--- src/verilog/cmp_pkg.sv ---
package cmp_pkg;
	// ------------------------------------------------
	// counts and codes
	// ------------------------------------------------
	localparam int NUM_CMP = 2; // comparators in the unit
	localparam logic [2:0] PCH_IN0 = 3'h0; // positive input pin 0
	localparam logic [2:0] PCH_IN1 = 3'h1; // positive input pin 1
	localparam logic [2:0] PCH_DAC = 3'h5; // converter output
	localparam logic [2:0] PCH_FVR = 3'h6; // reference buffer
	localparam logic [2:0] PCH_GND = 3'h7; // analog ground
	localparam logic [2:0] NCH_GND = 3'h7; // negative ground code
	localparam logic [2:0] CH_RST = 3'h0; // channel select after reset
	localparam logic CTRL_RST = 1'b0; // every control bit after reset
	// channel connect one-hot width: pins 0..3, dac, fvr, gnd
	localparam int CH_W = 7;
	// timer clock edge detector states
	typedef enum logic [1:0] {
		CMP_TCK_LOW = 2'b00,
		CMP_TCK_HIGH = 2'b01
	} cmp_tck_t;
endpackage

--- src/verilog/cmp_ctrl.sv ---
`timescale 1ns/1ns
`default_nettype none
// digital control of a dual comparator unit
module cmp_ctrl
#(
	parameter int N = cmp_pkg::NUM_CMP // comparator count
)
(
	input wire logic clk, // instruction clock, 100 MHz
	input wire logic rst_n, // async reset, active low
	input wire logic [N-1:0] raw_cmp, // analog raw p>n per comparator
	input wire logic [N-1:0] tmr_clk, // prescaled timer source clock
	input wire logic [N-1:0] cfg_on, // comparator_on_bit
	input wire logic [N-1:0] cfg_inv, // invert_output_bit
	input wire logic [N-1:0] cfg_hys, // hysteresis_bit
	input wire logic [N-1:0] cfg_sync, // timer_sync_bit
	input wire logic [N-1:0] cfg_rise, // rise_irq_enable
	input wire logic [N-1:0] cfg_fall, // fall_irq_enable
	input wire logic [3*N-1:0] cfg_pch, // positive_channel_select per comparator
	input wire logic [3*N-1:0] cfg_nch, // negative channel select per comparator
	input wire logic [N-1:0] flag_clr, // clearing write to irq flags
	output logic [N-1:0] compare_result_bit, // result in first control register
	output logic [N-1:0] mirrored_result_bit, // result_mirror_register bits
	output logic [N-1:0] ext_result, // result to pin_output_select and gate
	output logic [N-1:0] tmr_gate_src, // gate source offered to timer
	output logic [N-1:0] compare_irq_flag, // irq_flag_register_2 bits
	output logic [N-1:0] ana_enable, // analog bias enable
	output logic [N-1:0] ana_hys, // analog hysteresis enable
	output logic [N*cmp_pkg::CH_W-1:0] pos_connect, // positive channel switches
	output logic [N*cmp_pkg::CH_W-1:0] neg_connect // negative channel switches
);
	// ------------------------------------------------
	// channel decode
	// ------------------------------------------------
	// positive: pins 0,1, dac, fvr, gnd; others unconnected
	function automatic logic [cmp_pkg::CH_W-1:0] pos_dec(input logic on, input logic [2:0] s);
		logic [cmp_pkg::CH_W-1:0] v;
		v = '0;
		case (s)
			cmp_pkg::PCH_IN0: v[0] = 1'b1;
			cmp_pkg::PCH_IN1: v[1] = 1'b1;
			cmp_pkg::PCH_DAC: v[4] = 1'b1;
			cmp_pkg::PCH_FVR: v[5] = 1'b1;
			cmp_pkg::PCH_GND: v[6] = 1'b1;
			default: v = '0;
		endcase
		return on ? v : '0; // off disconnects all
	endfunction

	// negative: pins 0..3, fvr, gnd; 4 and 5 unconnected
	function automatic logic [cmp_pkg::CH_W-1:0] neg_dec(input logic on, input logic [2:0] s);
		logic [cmp_pkg::CH_W-1:0] v;
		v = '0;
		case (s)
			3'h0, 3'h1, 3'h2, 3'h3: v[s[1:0]] = 1'b1;
			3'h6: v[5] = 1'b1;
			cmp_pkg::NCH_GND: v[6] = 1'b1;
			default: v = '0;
		endcase
		return on ? v : '0;
	endfunction

	// ------------------------------------------------
	// input synchronisers
	// ------------------------------------------------
	logic [N-1:0] raw_s; // raw compare after two flops
	logic [N-1:0] tck_s; // timer clock after two flops

	// raw comparator output is analog-timed, so it is synchronised
	cmp_sync #(.W(N)) u_raw_sync
	(
		.clk(clk),
		.rst_n(rst_n),
		.d(raw_cmp),
		.q(raw_s)
	);

	// the prescaled timer clock arrives from the timer
	cmp_sync #(.W(N)) u_tck_sync
	(
		.clk(clk),
		.rst_n(rst_n),
		.d(tmr_clk),
		.q(tck_s)
	);

	// ------------------------------------------------
	// result path state
	// ------------------------------------------------
	logic [N-1:0] res_ff; // latched internal result
	logic [N-1:0] syn_ff; // timer-synchronised result
	logic [N-1:0] ext_ff; // pin/gate output
	logic [N-1:0] on_ff; // registered enable to analog
	logic [N-1:0] hys_ff; // registered hysteresis to analog
	cmp_pkg::cmp_tck_t tck_ff [N]; // timer clock level tracker
	logic [N*cmp_pkg::CH_W-1:0] pcon_ff; // positive switches
	logic [N*cmp_pkg::CH_W-1:0] ncon_ff; // negative switches
	logic [N-1:0] nxt_res;
	logic [N-1:0] nxt_syn;
	logic [N-1:0] nxt_ext;
	logic [N-1:0] nxt_on;
	logic [N-1:0] nxt_hys;
	cmp_pkg::cmp_tck_t nxt_tck [N];
	logic [N*cmp_pkg::CH_W-1:0] nxt_pcon;
	logic [N*cmp_pkg::CH_W-1:0] nxt_ncon;
	logic [N-1:0] cur; // polarity-corrected result

	// next values for the result path
	always_comb
	begin
		for (int i = 0; i < N; i++)
		begin
			// disabled comparator reads low raw; polarity still applies,
			// so toggling on/inv can make an edge
			cur[i] = (cfg_on[i] & raw_s[i]) ^ cfg_inv[i];
			nxt_res[i] = cur[i]; // latched each cycle
			nxt_syn[i] = syn_ff[i];
			nxt_tck[i] = tck_s[i] ? cmp_pkg::CMP_TCK_HIGH : cmp_pkg::CMP_TCK_LOW;
			case (tck_ff[i])
				cmp_pkg::CMP_TCK_HIGH:
				begin
					// falling edge of timer clock: capture
					if (!tck_s[i])
						nxt_syn[i] = cur[i];
				end
				cmp_pkg::CMP_TCK_LOW:
				begin
					nxt_syn[i] = syn_ff[i]; // hold while low or rising
				end
				default:
				begin
					nxt_syn[i] = syn_ff[i];
				end
			endcase
			// external path unlatched unless sync chosen
			nxt_ext[i] = cfg_sync[i] ? nxt_syn[i] : cur[i];
			nxt_on[i] = cfg_on[i];
			nxt_hys[i] = cfg_hys[i];
			nxt_pcon[i*cmp_pkg::CH_W +: cmp_pkg::CH_W] = pos_dec(cfg_on[i], cfg_pch[3*i +: 3]);
			nxt_ncon[i*cmp_pkg::CH_W +: cmp_pkg::CH_W] = neg_dec(cfg_on[i], cfg_nch[3*i +: 3]);
		end
	end

	// registers of the result path; all zero after reset
	always_ff @(posedge clk or negedge rst_n)
	begin
		if (!rst_n)
		begin
			res_ff <= '0;
			syn_ff <= '0;
			ext_ff <= '0;
			on_ff <= '0;
			hys_ff <= '0;
			pcon_ff <= '0;
			ncon_ff <= '0;
			for (int i = 0; i < N; i++)
				tck_ff[i] <= cmp_pkg::CMP_TCK_LOW;
		end
		else
		begin
			res_ff <= nxt_res;
			syn_ff <= nxt_syn;
			ext_ff <= nxt_ext;
			on_ff <= nxt_on;
			hys_ff <= nxt_hys;
			pcon_ff <= nxt_pcon;
			ncon_ff <= nxt_ncon;
			for (int i = 0; i < N; i++)
				tck_ff[i] <= nxt_tck[i];
		end
	end

	// ------------------------------------------------
	// edge detectors and flags
	// ------------------------------------------------
	logic [N-1:0] flag_w; // flags from detectors

	// one detector pair per comparator
	for (genvar g = 0; g < N; g++)
	begin : g_edge
		cmp_edge u_edge
		(
			.clk(clk),
			.rst_n(rst_n),
			.res(res_ff[g]),
			.rise_en(cfg_rise[g]),
			.fall_en(cfg_fall[g]),
			.flag_clr(flag_clr[g]),
			.flag(flag_w[g])
		);
	end

	// ------------------------------------------------
	// outputs, all from flops
	// ------------------------------------------------
	assign compare_result_bit = res_ff;
	assign mirrored_result_bit = res_ff;
	assign ext_result = ext_ff; // to pin select
	assign tmr_gate_src = ext_ff; // gate source
	assign compare_irq_flag = flag_w;
	assign ana_enable = on_ff;
	assign ana_hys = hys_ff;
	assign pos_connect = pcon_ff;
	assign neg_connect = ncon_ff;
endmodule
`default_nettype wire

--- src/verilog/cmp_edge.sv ---
`timescale 1ns/1ns
`default_nettype none
// rise/fall detector with sticky flag, set beats clear
module cmp_edge
(
	input wire logic clk, // instruction clock
	input wire logic rst_n, // async reset, active low
	input wire logic res, // latched result of this comparator
	input wire logic rise_en, // rise_irq_enable
	input wire logic fall_en, // fall_irq_enable
	input wire logic flag_clr, // software clear pulse
	output logic flag // compare_irq_flag
);
	// ------------------------------------------------
	// state
	// ------------------------------------------------
	logic prev_ff; // result one cycle ago
	logic flag_ff; // sticky flag
	logic nxt_prev;
	logic nxt_flag;
	logic rise; // rising edge seen
	logic fall; // falling edge seen

	// next-state: edges always watched, even when off
	always_comb
	begin
		rise = res & ~prev_ff;
		fall = ~res & prev_ff;
		nxt_prev = res;
		nxt_flag = flag_ff;
		if (flag_clr)
			nxt_flag = 1'b0; // only software clears
		if ((rise & rise_en) | (fall & fall_en))
			nxt_flag = 1'b1; // set wins over clear
	end

	// registers
	always_ff @(posedge clk or negedge rst_n)
	begin
		if (!rst_n)
		begin
			prev_ff <= 1'b0;
			flag_ff <= 1'b0;
		end
		else
		begin
			prev_ff <= nxt_prev;
			flag_ff <= nxt_flag;
		end
	end

	assign flag = flag_ff;
endmodule
`default_nettype wire

--- src/verilog/cmp_sync.sv ---
`timescale 1ns/1ns
`default_nettype none
// two-flop synchroniser for pin-side inputs
module cmp_sync
#(
	parameter int W = 1 // bits to synchronise
)
(
	input wire logic clk, // instruction clock
	input wire logic rst_n, // async reset, active low
	input wire logic [W-1:0] d, // asynchronous input
	output logic [W-1:0] q // synchronised output
);
	// ------------------------------------------------
	// stages
	// ------------------------------------------------
	logic [W-1:0] s1_ff; // first stage, read only by second
	logic [W-1:0] s2_ff; // second stage
	logic [W-1:0] nxt_s1;
	logic [W-1:0] nxt_s2;

	// next values
	always_comb
	begin
		nxt_s1 = d;
		nxt_s2 = s1_ff;
	end

	// registers
	always_ff @(posedge clk or negedge rst_n)
	begin
		if (!rst_n)
		begin
			s1_ff <= '0;
			s2_ff <= '0;
		end
		else
		begin
			s1_ff <= nxt_s1;
			s2_ff <= nxt_s2;
		end
	end

	assign q = s2_ff;
endmodule
`default_nettype wire
--- config.mk ---
export PLATFORM = sky130hd
export DESIGN_NAME = cmp_ctrl
export DESIGN_NICKNAME = d
export VERILOG_FILES = /design/src/verilog/cmp_pkg.sv /design/src/verilog/cmp_ctrl.sv /design/src/verilog/cmp_edge.sv /design/src/verilog/cmp_sync.sv
export SDC_FILE = /design/constraint.sdc
export NUM_CORES = 1
export LEC_CHECK = 0
export ABC_AREA = 1
export BUFFER_PORTS_ARGS = -buffer_cell sky130_fd_sc_hd__buf_2
export CORE_MARGIN = 4
export CORE_UTILIZATION = 49
export CTS_CLUSTER_DIAMETER = 100
export DETAILED_ROUTE_END_ITERATION = 6
export GPL_TIMING_DRIVEN = 0
export PLACE_DENSITY = 0.89
export SYNTH_ARGS = -nofsm -noshare
export SYNTH_HDL_FRONTEND = slang
export SYNTH_SLANG_ARGS = --single-unit
--- constraint.sdc ---
create_clock -name clk -period 1.5 [get_ports clk]
set_clock_uncertainty 0.05 [all_clocks]
set_input_delay 0.15 -clock clk [delete_from_list [all_inputs] [get_ports clk]]
set_output_delay 0.15 -clock clk [all_outputs]
set_load 0.02 [all_outputs]
---- Word level (Yosys, flattened, before mapping) ----
Cells that the tools add are included.
word-level totals
  register bits after elaboration ......... 52
  bits of input ports ..................... 32
  output and inout bits ................... 42
  logic and storage cells ................. 105
operators by class
  magnitude comparators ................... 4
  eq/ne operators ......................... 20
  muxes and demuxes ....................... 36
  bitwise logic cells ..................... 18
  reductions and logical operators ........ 10
operators with widths
  operator                                                                             number
  3-bit equality test, second input constant                                           10
  1-bit 2-to-1 mux                                                                     28
  7-bit 2-to-1 mux                                                                     4
  3-bit by 1-bit equality test with 1-bit output, second input constant                4
  3-bit by 2-bit equality test with 1-bit output, second input constant                4
  3-bit logical NOT                                                                    4
  1-bit bitwise AND                                                                    10
  2-bit by 4-bit less-than comparator with 1-bit output, second input constant         2
  4-bit 2-to-1 mux                                                                     2
  4-bit OR reduction                                                                   2
  1-bit demux with 2-bit select                                                        2
  2-bit by 1-bit greater-or-equal comparator with 1-bit output, second input constant  2
  1-bit inverter                                                                       4
  2-bit nonzero test                                                                   2
  1-bit equality test, second input constant                                           2
  1-bit logical AND                                                                    2
  1-bit OR                                                                             2
  1-bit XOR                                                                            2

---- Depth between registers and ports, before layout ----
Gate-level depths: netlist (run 1).
  depth after elaboration ................. 6
  depth in mapped cells ................... 5
  depth with buffers taken out ............ 5

---- By module ----
From an unflattened synthesis (run 1), not the netlist that was laid out.
unflattened totals
  cell total of the unflattened synthesis .. 143
  area, all modules ....................... 1600.3 um^2
modules (own cells, without submodules)
  module    instances  cells an instance  area an instance (um^2)  seq. area each (um^2)
  cmp_ctrl  1          117                1239.9                   850.8
  cmp_sync  2          4                  100.1                    100.1
  cmp_edge  2          9                  80.1                     50.0

---- Worst setup path before layout (run 1) ----
OpenSTA, ideal clock, no wires.
  path type ............................... flip-flop to flip-flop
  from .................................... register u_tck_sync.s2_ff[0] (netlist: u_tck_sync.q[0])
  to ...................................... register ext_ff[0] (netlist: ext_result[0])
  library setup time ...................... 117 ps
  arrival ................................. 656 ps
  data required time ...................... 1333 ps
  slack ................................... 676 ps
  cell stages (with the launch flop) ...... 5
  buffers on the path ..................... 0
  clock period less this slack ............ 824 ps
  cell sequence ........................... dfrtp_1 > nor2_1 > nand3_1 > nand3_1 > nand2_1
on the way
  longest elaborated chain between the ends .. 3
ends and longest elaborated chain
  element                   line             text
  start: declaration        cmp_sync.sv:18   logic [W-1:0] s2_ff;
  start signal: assignment  cmp_sync.sv:40   s2_ff <= nxt_s2;
  1-bit 2-to-1 mux          cmp_ctrl.sv:123  if (!tck_s[i])
  1-bit 2-to-1 mux          cmp_ctrl.sv:119  case (tck_ff[i])
  1-bit 2-to-1 mux          cmp_ctrl.sv:136  nxt_ext[i] = cfg_sync[i] ? nxt_syn[i] : cur[i];
  via nxt_ext[0]            cmp_ctrl.sv:100  logic [N-1:0] nxt_ext;
  end signal: assignment    cmp_ctrl.sv:163  ext_ff <= nxt_ext;
  end: declaration          cmp_ctrl.sv:92   logic [N-1:0] ext_ff;
The timed path passes the listed nets, and every way through them passes these cells.
A chain may end at the register's enable or synchronous reset.

---- Worst setup path after layout (run 1) ----
  from .................................... input port cfg_on[1]
  to ...................................... register pcon_ff (netlist bit pos_connect[7])
on the way
  longest elaborated chain between the ends .. 1
ends and longest elaborated chain
  element                 line             text
  start: declaration      cmp_ctrl.sv:13   input wire logic [N-1:0] cfg_on,
  7-bit 2-to-1 mux        cmp_ctrl.sv:47   return on ? v : '0;
  via nxt_pcon (one bit)  cmp_ctrl.sv:104  logic [N*cmp_pkg::CH_W-1:0] nxt_pcon;
  end signal: assignment  cmp_ctrl.sv:166  pcon_ff <= nxt_pcon;
  end: declaration        cmp_ctrl.sv:96   logic [N*cmp_pkg::CH_W-1:0] pcon_ff;
The timed path passes the listed nets, and every way through them passes these cells.

==> flow_summary_export.csv, run 1 <==
group,metric,value,unit
run_status,status,"complete, but fails checks",
run_status,violations,"setup timing",
placed_design,place_area,2030,um2
routing,wire_per_inst,12.2,um
placed_design,dpl.cell_count,261,
clock_network,root_buffer,"clkbuf_4",
clock_network,clock_sinks,46,
final_layout,diodes,0,
logic_synthesis,syn_avg_cell_area,11.2,um2
final_layout,post-route-util,77.9,%
pwr,leakage,1.37,nW
setup_path,cp.arrival,1.77,ns
floorplanning,ios,74,
routing,drt-pass1-iter-count,2,
clock_network,numCtsBuffers,5,
pwr,ir_drop,679,uV
pwr,powerDensity,946,nW/um2
clock_network,clk_latency,0.34,ns
floorplanning,fp.dieW,65.6,um
sta,rsz0062_at_grt,"true",
sta,max_slew_margin,36.0,%
setup_path,worst_setup_path_end_kind,"flip-flop",
flow_run,cap_violations,0,
sta,fin_crit_sh,102,%
setup_path,worstSetupStartpointType,"input port",
min_path,hp-start,"cfg_inv[0]",
final_layout,final_area,2420,um2
grt,grt_max_degree,47,
min_path,hold_depth,3,
final_layout,area_delta_synth_final,48.8,%
placed_design,pre_cts_ws,0.465,ns
placed_design,dp_hpwl,2130,um
floorplanning,rows,20,
logic_synthesis,synth_area,1630,um2
clock_network,tritoncts,"yes",
setup_path,crit_required,1.73,ns
logic_synthesis,syn-instance-count,145,
logic_synthesis,ys_warn_count,0,
grt,grt_pass1_vias,1429,
sta,slew_viol_final,0,
sta,fmax,653,MHz
placed_design,portBuffers,67,
clock_network,cts_buffer_depth,2,
logic_synthesis,synth-seq-cells,46,
routing,drt_iter0_markers,38,
logic_synthesis,synth.distinct_cells,13,
grt,track_usage,19.8,%
routing,drc,0,
grt,gr-total-overflow,0,
final_layout,final_cells,299,
sta,layout_setup_ws,-0.0323,ns
clock_network,post_cts_buffers,0,
setup_path,crit_fanout,7,
routing,via_per_inst,4.41,
placed_design,place_congestion,0.780,
setup_path,ff2ff_setup_slack,0.14,ns
setup_path,r2r-start,"compare_result_bit[0]$_DFF_PN0_",
setup_path,worstReg2RegEnd,"g_edge[0].u_edge.flag$_DFFE_PN0P_",
routing,route.vias.total,1320,
grt,grt_pass1_wl,6280,um
min_path,hp-class,"in2reg",
clock_network,ctsHtreeMaxLevel,2,
setup_path,path_class,"in2reg",
floorplanning,die_area,4300,um2
sta,setup_viol,1,
floorplanning,dieHeight,65.6,um
routing,wirelength,3660,um
grt,antenna_found_initial,0,
floorplanning,start_util,52.4,%
logic_synthesis,synth_seq_area_share,70.8,%
floorplanning,core,3100,um2
clock_network,clk_pin_slew,0.11,ns
sta,hold_viol,0,
sta,period_needed,1.53,ns
min_path,hold_end,"compare_result_bit[0]$_DFF_PN0_",
sta,tightestPinTransition,0.959,ns
sta,setup-tns-final,-0.0323,ns
routing,postRouteAntennaNets,0,
final_layout,nets,288,
setup_path,reg2reg_depth,3,
final_layout,layout-drive-gt1-share,36.1,%
[Yosys cell counts (all sizes together)]
cell type,n,area (um2)
dfrtp,46,1150
nand2,22,82.6
inv,20,75.1
buf,14,105
nor2,14,52.6
nand3,10,50.1
nor3,10,50.1
nor4,2,12.5
o211ai,2,15.0
o21bai,2,15.0
or2,2,12.5
conb,1,3.75
[per-layer routing]
layer  vias up  part of all wire, %  track usage [%]
met5         -                    0                0
met2        52                   53             36.7
met4         0                  1.7             7.77
met3         7                  9.2             8.72
li1        647                    -                -
met1       614                   36             18.9
[cell families (layout without fill, tap and decap cells)]
| logic type | after synthesis | after routing | synth area share, % |
|---|---|---|---|
| other cells | 1 | 6 | 0.231 |
| compound gates | 4 | 4 | 1.85 |
| simple gates | 60 | 60 | 16.0 |
| buf+inv | 34 | 139 | 11.1 |
| flops | 46 | 46 | 70.8 |
[cell type report]
type                    instances  area, um2
flip-flops and latches         46       1150
multi-input cells              70        323
inverters                      20       75.1
well taps                      44       55.1
plain buffers                  14        105
repair buffers                 99        658
fillers                       220        684
clock buffers                   6       51.3
[power by group]
| part | switching, mW | internal [mW] | total [mW] |
|---|---|---|---|
| registers | 0.0246 | 1.30 | 1.33 |
| clock network | 0.338 | 0.212 | 0.549 |
| logic | 0.220 | 0.191 | 0.411 |
| total | 0.582 | 1.71 | 2.29 |
[worst max-delay path by stage]
stage | start | end | slack (ns) | depth (start not counted)
2_1_floorplan | u_tck_sync.q[0]$_DFF_PN0_ | ext_result[0]$_DFF_PN0_ | 0.68 | 4
3_3_place_gp | rst_n | syn_ff[1]$_DFF_PN0_ | 0.49 | 1
3_5_place_dp | rst_n | u_tck_sync.nxt_s2[1]$_DFF_PN0_ | 0.46 | 1
4_1_cts | cfg_nch[2] | neg_connect[0]$_DFF_PN0_ | 0.06 | 6
5_1_grt | cfg_on[1] | pos_connect[7]$_DFF_PN0_ | -0.02 | 5
6_report | cfg_on[1] | pos_connect[7]$_DFF_PN0_ | -0.03 | 5
[critical path, cell delays in order]
cell and delay (ns):
dlygate4sd3_1 0.52, buf_2 0.19, inv_2 0.08, nor4_1 0.24, dlygate4sd3_1 0.58
[through the flow]
stage	power (mW)	hold WS (ns)
after floorplan	1.55	-0.196
after global placement	1.68	0.208
after detailed placement	1.69	0.209
after CTS	2.30	0.00759
after global routing	2.42	0.0121
final	2.29	0.0332
[cells in the final DEF (no fill, tap or decap)]
master / n
nand2_1: 20
nor4_1: 2
nor3_1: 9
or2_1: 2
o211ai_1: 2
clkbuf_8: 1
nor3_2: 1
o21bai_1: 2
nand3_1: 10
nand2_2: 2
inv_2: 2
dlygate4sd3_1: 32
clkbuf_4: 6
nor2_1: 14
dfrtp_1: 46
buf_4: 14
buf_2: 66
conb_1: 6
inv_1: 18
[flip-flops by register name, summed over array words and instances (netlist names)]
name	count
ana_enable	2
ana_hys	2
compare_result_bit	2
ext_result	2
g_edge.u_edge.flag	2
g_edge.u_edge.prev_ff	2
neg_connect	12
pos_connect	10
syn_ff	2
tck_ff	2
u_raw_sync.nxt_s2	2
u_raw_sync.q	2
u_tck_sync.nxt_s2	2
u_tck_sync.q	2
[what timing repair did]
item	CTS	global route
endpoints found under the hold margin	78	0
hold buffers	32	0
setup endpoints to repair	0	3
gates resized for setup	0	4
No activity file was read; power rests on OpenSTA's default activity.
==> run 2: changes to the inputs <==
--- a/config.mk
+++ b/config.mk
@@ -13,6 +13,7 @@
 export DETAILED_ROUTE_END_ITERATION = 6
 export GPL_TIMING_DRIVEN = 0
 export PLACE_DENSITY = 0.89
+export REMOVE_ABC_BUFFERS = 1
 export SYNTH_ARGS = -nofsm -noshare
 export SYNTH_HDL_FRONTEND = slang
 export SYNTH_SLANG_ARGS = --single-unit
==> run 2 against run 1 <==
The flow now finishes without violations. Non-clock buffer count is 15 lower. Critical path type unchanged. Routed wire length is 0.90% higher. Cell count is 4.3% lower. Sequential share of layout area is 1.7 points higher. Global-route usage is 1.0 points lower. Critical endpoint unchanged. Utilization is 2.6 points lower. Total power is 5.0% higher. Highest routed layer unchanged. Clock power is 29% higher.
==> flow_summary_export.csv, run 2 (synthesis results as in run 1) <==
group,metric,value,unit
run_status,status,"completed",
placed_design,dpl.cell_count,247,
grt,gr-total-overflow,0,
setup_path,path_class,"in2reg",
floorplanning,fp.dieW,65.6,um
clock_network,post_cts_buffers,0,
min_path,hp-start,"cfg_inv[0]",
final_layout,final_cells,286,
routing,wl_met3,376,um
setup_path,crit_fanout,7,
routing,highest_layer,"met4",
setup_path,ff2ff_setup_slack,0.08,ns
grt,grt_pass1_vias,1374,
final_layout,nets,273,
min_path,hold_depth,3,
sta,setup-tns-final,0,ns
setup_path,cp.arrival,1.70,ns
pwr,leakage,1.32,nW
clock_network,cts_buffer_depth,2,
grt,grt_max_degree,47,
clock_network,root_buffer,"clkbuf_4",
pwr,powerDensity,1030,nW/um2
sta,period_needed,1.46,ns
clock_network,clk_latency,0.35,ns
routing,drt-pass1-iter-count,4,
floorplanning,core,3100,um2
placed_design,place_area,1930,um2
placed_design,dp_hpwl,2100,um
sta,tightestPinTransition,0.946,ns
final_layout,final_common_cell,"buf_2",
routing,via_per_inst,4.54,
clock_network,clock_sinks,46,
sta,fin_crit_sh,97.4,%
sta,hold_viol,0,
clock_network,clk_pin_slew,0.11,ns
sta,holdWs,0.0318,ns
final_layout,largest_reg_flops,12,
routing,drc,0,
routing,drt-met1-wl,1370,um
final_layout,final_cell_mix,"65 x buf_2, 46 x dfrtp_1, 30 x dlygate4sd3_1",
grt,antenna_found_initial,0,
setup_path,crit_required,1.73,ns
floorplanning,ios,74,
setup_path,worstSetupStartpointType,"input port",
clock_network,numCtsBuffers,5,
placed_design,place_congestion,0.744,
floorplanning,die_area,4300,um2
sta,fmax,684,MHz
setup_path,worst_setup_path_end_kind,"flip-flop",
floorplanning,dieHeight,65.6,um
setup_path,reg2reg_depth,4,
final_layout,layout-drive-gt1-share,32.6,%
sta,max_slew_margin,36.9,%
flow_run,cap_violations,0,
final_layout,area_delta_synth_final,43.8,%
pwr,power,2.40,mW
floorplanning,rows,20,
routing,drt_iter0_markers,38,
routing,route.vias.total,1298,
final_layout,final_area,2340,um2
final_layout,fillers,197,
setup_path,r2r-start,"compare_result_bit[0]$_DFF_PN0_",
routing,met2WireLength,1880,um
clock_network,tritoncts,"yes",
placed_design,portBuffers,67,
min_path,hold_end,"compare_result_bit[0]$_DFF_PN0_",
routing,wirelength,3690,um
sta,rsz0062_at_grt,"false",
min_path,hp-class,"in2reg",
setup_path,worstReg2RegEnd,"g_edge[0].u_edge.flag$_DFFE_PN0P_",
sta,setup_viol,0,
floorplanning,start_util,52.4,%
routing,wire_per_inst,12.9,um
sta,slew_viol_final,0,
grt,track_usage,18.8,%
grt,grt_pass1_wl,5960,um
final_layout,diodes,0,
pwr,ir_drop,831,uV
routing,postRouteAntennaNets,0,
clock_network,ctsHtreeMaxLevel,2,
[run 2: worst max path at each step]
| stage | start | end | slack, ns | cells after the start |
|---|---|---|---|---|
| 3_5_place_dp | rst_n | u_tck_sync.nxt_s2[1]$_DFF_PN0_ | 0.46 | 1 |
| 3_3_place_gp | rst_n | u_tck_sync.nxt_s2[1]$_DFF_PN0_ | 0.48 | 1 |
| 6_report | cfg_on[1] | pos_connect[7]$_DFF_PN0_ | 0.04 | 5 |
| 5_1_grt | cfg_on[1] | pos_connect[7]$_DFF_PN0_ | 0.0009 | 5 |
| 4_1_cts | cfg_nch[2] | neg_connect[0]$_DFF_PN0_ | 0.06 | 6 |
| 2_1_floorplan | compare_result_bit[0]$_DFF_PN0_ | g_edge[0].u_edge.flag$_DFFE_PN0P_ | 0.53 | 3 |
[run 2: layout make-up]
type | instances | area, um2 | area share [%]
Clock buffer | 7 | 45.0 | 1.93
Multi-Input combinational cell | 70 | 328 | 14.0
Clock inverter | 1 | 30.0 | 1.28
Tap cell | 44 | 55.1 | 2.36
Sequential cell | 46 | 1150 | 49.3
Inverter | 20 | 75.1 | 3.21
Timing Repair Buffer | 98 | 653 | 27.9
[run 2: worst max-delay path: stages]
cell	delay (ns)
dlygate4sd3_1	0.53
buf_4	0.16
inv_2	0.06
nor4_1	0.21
dlygate4sd3_1	0.59
[run 2: repair_timing]
item,4_1_cts,5_1_grt
endpoints found under the setup margin,0,4
endpoints found under the hold margin,79,0
resized for setup,0,8
hold buffers,32,0
[run 2: through the flow]
stage / util (%) / worst slack, ns
floorplan: - / 0.532
global placement: 62.2 / 0.481
detailed placement: 62.2 / 0.459
CTS: 74.9 / 0.0597
global route: 75.3 / 0.000906
finish: 75.3 / 0.0383
[run 2: per-layer routing]
layer  up-vias  GRT usage [%]
li1        617              -
met1       602           19.1
met2        70           33.8
met3         9           7.35
met4         0           8.29
met5         -              0
[run 2: where the power goes]
part           switching (mW)  total [mW]  internal (mW)
combinational           0.215       0.370          0.155
clock                   0.352       0.706          0.354
sequential             0.0242        1.33           1.30
==> run 3: changes to the inputs <==
--- a/config.mk
+++ b/config.mk
@@ -8,11 +8,12 @@
 export ABC_AREA = 1
 export BUFFER_PORTS_ARGS = -buffer_cell sky130_fd_sc_hd__buf_2
 export CORE_MARGIN = 4
-export CORE_UTILIZATION = 49
+export CORE_UTILIZATION = 51
+export CTS_BUF_LIST = sky130_fd_sc_hd__clkbuf_8
 export CTS_CLUSTER_DIAMETER = 100
 export DETAILED_ROUTE_END_ITERATION = 6
 export GPL_TIMING_DRIVEN = 0
-export PLACE_DENSITY = 0.89
+export PLACE_DENSITY = 0.92
 export REMOVE_ABC_BUFFERS = 1
 export SYNTH_ARGS = -nofsm -noshare
 export SYNTH_HDL_FRONTEND = slang
==> run 3 against run 2 <==
First-iteration DRC count rose by 92%. Non-clock buffer count fell by 16. Routed wire length fell by 17%. Clock power rose by 2%. Utilization fell by 4.0 points. Cell count fell by 5.6%. Sequential share of layout area rose by 3.6 points. Worst setup slack improved by 0.27 ns. Global-route usage fell by 2.0 points. Register-to-register slack improved by 0.53 ns. Combinational power fell by 13%. Critical path type is now in2async. Largest cell class unchanged.
==> flow_summary_export.csv, run 3 (synthesis results as in run 1) <==
group,metric,value,unit
final_layout,layout-drive-gt1-share,34.1,%
setup_path,worstSetupStartpointType,"input port",
setup_path,cp.arrival,1.42,ns
grt,antenna_found_initial,0,
placed_design,portBuffers,67,
final_layout,diodes,0,
floorplanning,ios,74,
setup_path,slowest_delay,0.74,ns
grt,grt_pass1_vias,1259,
pwr,ir_drop,798,uV
setup_path,path_class,"in2async",
setup_path,crit_fanout,46,
setup_path,cp_slowest_cell,"buf_2",
clock_network,clock_sinks,46,
flow_run,cap_violations,0,
sta,setup-tns-final,0,ns
run_status,status,"completed",
floorplanning,die_area,4150,um2
sta,max_slew_margin,36.9,%
placed_design,place_congestion,0.727,
setup_path,worstSetupEndpoint,"u_raw_sync.nxt_s2[0]$_DFF_PN0_",
pwr,p_sw,0.581,mW
floorplanning,core,3050,um2
pwr,powerDensity,1090,nW/um2
final_layout,final_cell_mix,"67 x buf_2, 46 x dfrtp_1, 22 x nand2_1",
final_layout,nets,257,
final_layout,largest_reg_flops,12,
setup_path,reg2reg_depth,4,
clock_network,numCtsBuffers,5,
sta,slew_viol_final,0,
sta,fmax,843,MHz
floorplanning,rows,20,
pwr,seqPwrFrac,56.0,%
floorplanning,fp.dieW,64.5,um
grt,track_usage,16.7,%
setup_path,crit_chain,"dlygate4sd3_1 > buf_2",
grt,grt_max_degree,47,
final_layout,final_common_cell,"buf_2",
sta,fin_crit_sh,79.1,%
min_path,hp-class,"in2reg",
sta,layout_setup_ws,0.313,ns
clock_network,tritoncts,"yes",
pwr,p_sw_share,24.5,%
routing,drt_iter0_markers,73,
clock_network,root_buffer,"clkbuf_8",
placed_design,dp_hpwl,2210,um
setup_path,worstSetupStartpoint,"rst_n",
routing,drc,0,
routing,drt-pass1-iter-count,4,
grt,grt_pass1_wl,5260,um
clock_network,cts_buffer_depth,2,
sta,period_needed,1.19,ns
clock_network,ctsHtreeMaxLevel,2,
sta,hold_viol,0,
setup_path,worst-path-stages,2,
grt,gr-total-overflow,0,
pwr,internal-power,1.79,mW
routing,via_per_inst,4.41,
pwr,p_clk_share,30.5,%
pwr,comb_power_share,13.6,%
clock_network,clk_pin_slew,0.07,ns
floorplanning,start_util,53.2,%
setup_path,worstReg2RegEnd,"ext_result[1]$_DFF_PN0_",
floorplanning,dieHeight,64.5,um
routing,wirelength,3080,um
setup_path,path_delay_family,"buffers and inverters",
routing,route.vias.total,1191,
clock_network,clk_latency,0.28,ns
setup_path,ff2ff_setup_slack,0.61,ns
sta,setup_viol,0,
routing,wire_per_inst,11.4,um
sta,rsz0062_at_grt,"false",
setup_path,worst_setup_path_end_kind,"async pin",
placed_design,pre_cts_ws,0.463,ns
routing,postRouteAntennaNets,0,
setup_path,cp_num_buf_inv,2,
setup_path,r2r-start,"u_tck_sync.q[1]$_DFF_PN0_",
sta,tightestPinTransition,0.946,ns
pwr,leakage,1.24,nW
setup_path,crit_required,1.73,ns
final_layout,area_delta_synth_final,33.9,%
-- run 3: final cells by class --
class	count	area (um2)
Multi-Input combinational cell	70	319
Clock buffer	6	82.6
Fill cell	245	876
Tap cell	44	55.1
Sequential cell	46	1150
Inverter	20	75.1
Timing Repair Buffer	82	485
Clock inverter	2	8.76
-- run 3: worst min-delay path by stage --
stage / start / depth (start not counted) / end / slack [ns]
floorplan: rst_n / 0 / ana_enable[0]$_DFF_PN0_ / -0.20
global placement: raw_cmp[1] / 1 / u_raw_sync.nxt_s2[1]$_DFF_PN0_ / 0.21
detailed placement: tmr_clk[1] / 1 / u_tck_sync.nxt_s2[1]$_DFF_PN0_ / 0.21
CTS: cfg_nch[1] / 2 / neg_connect[0]$_DFF_PN0_ / 0.0002
global route: flag_clr[1] / 2 / g_edge[1].u_edge.flag$_DFFE_PN0P_ / 0.007
finish: cfg_nch[4] / 2 / neg_connect[7]$_DFF_PN0_ / 0.01
-- run 3: power groups by stage --
stage	clock (mW)	combinational, mW	sequential [mW]
detailed placement	0	0.293	1.35
CTS	0.751	0.321	1.33
global placement	0	0.285	1.35
global route	0.814	0.357	1.34
floorplan	0	0.0844	1.42
finish	0.723	0.321	1.33
-- run 3: through the flow --
step	instance area [um2]	instances	power, mW	util, %	hold slack [ns]
floorplan	1540	136	1.50	-	-0.196
global placement	1930	247	1.63	63.2	0.208
detailed placement	1930	247	1.64	63.2	0.212
CTS	2160	269	2.40	70.8	0.000162
global route	2180	270	2.51	71.3	0.00733
finish	2180	270	2.37	71.3	0.0145
-- run 3: what timing repair did --
action                                 4_1_cts  5_1_grt
resized for setup                            0        1
setup buffers                                0        0
hold buffers                                14        2
endpoints found under the hold margin       58        2
setup endpoints to repair                    0        1
-- run 3: metal layers --
| metal | vias up | routed length, um | GRT usage [%] |
|---|---|---|---|
| met5 | - | 0 | 0 |
| met4 | 0 | 62 | 7.92 |
| met2 | 50 | 1630 | 29.9 |
| met1 | 544 | 1090 | 16.9 |
| met3 | 8 | 293 | 6.76 |
| li1 | 589 | - | - |
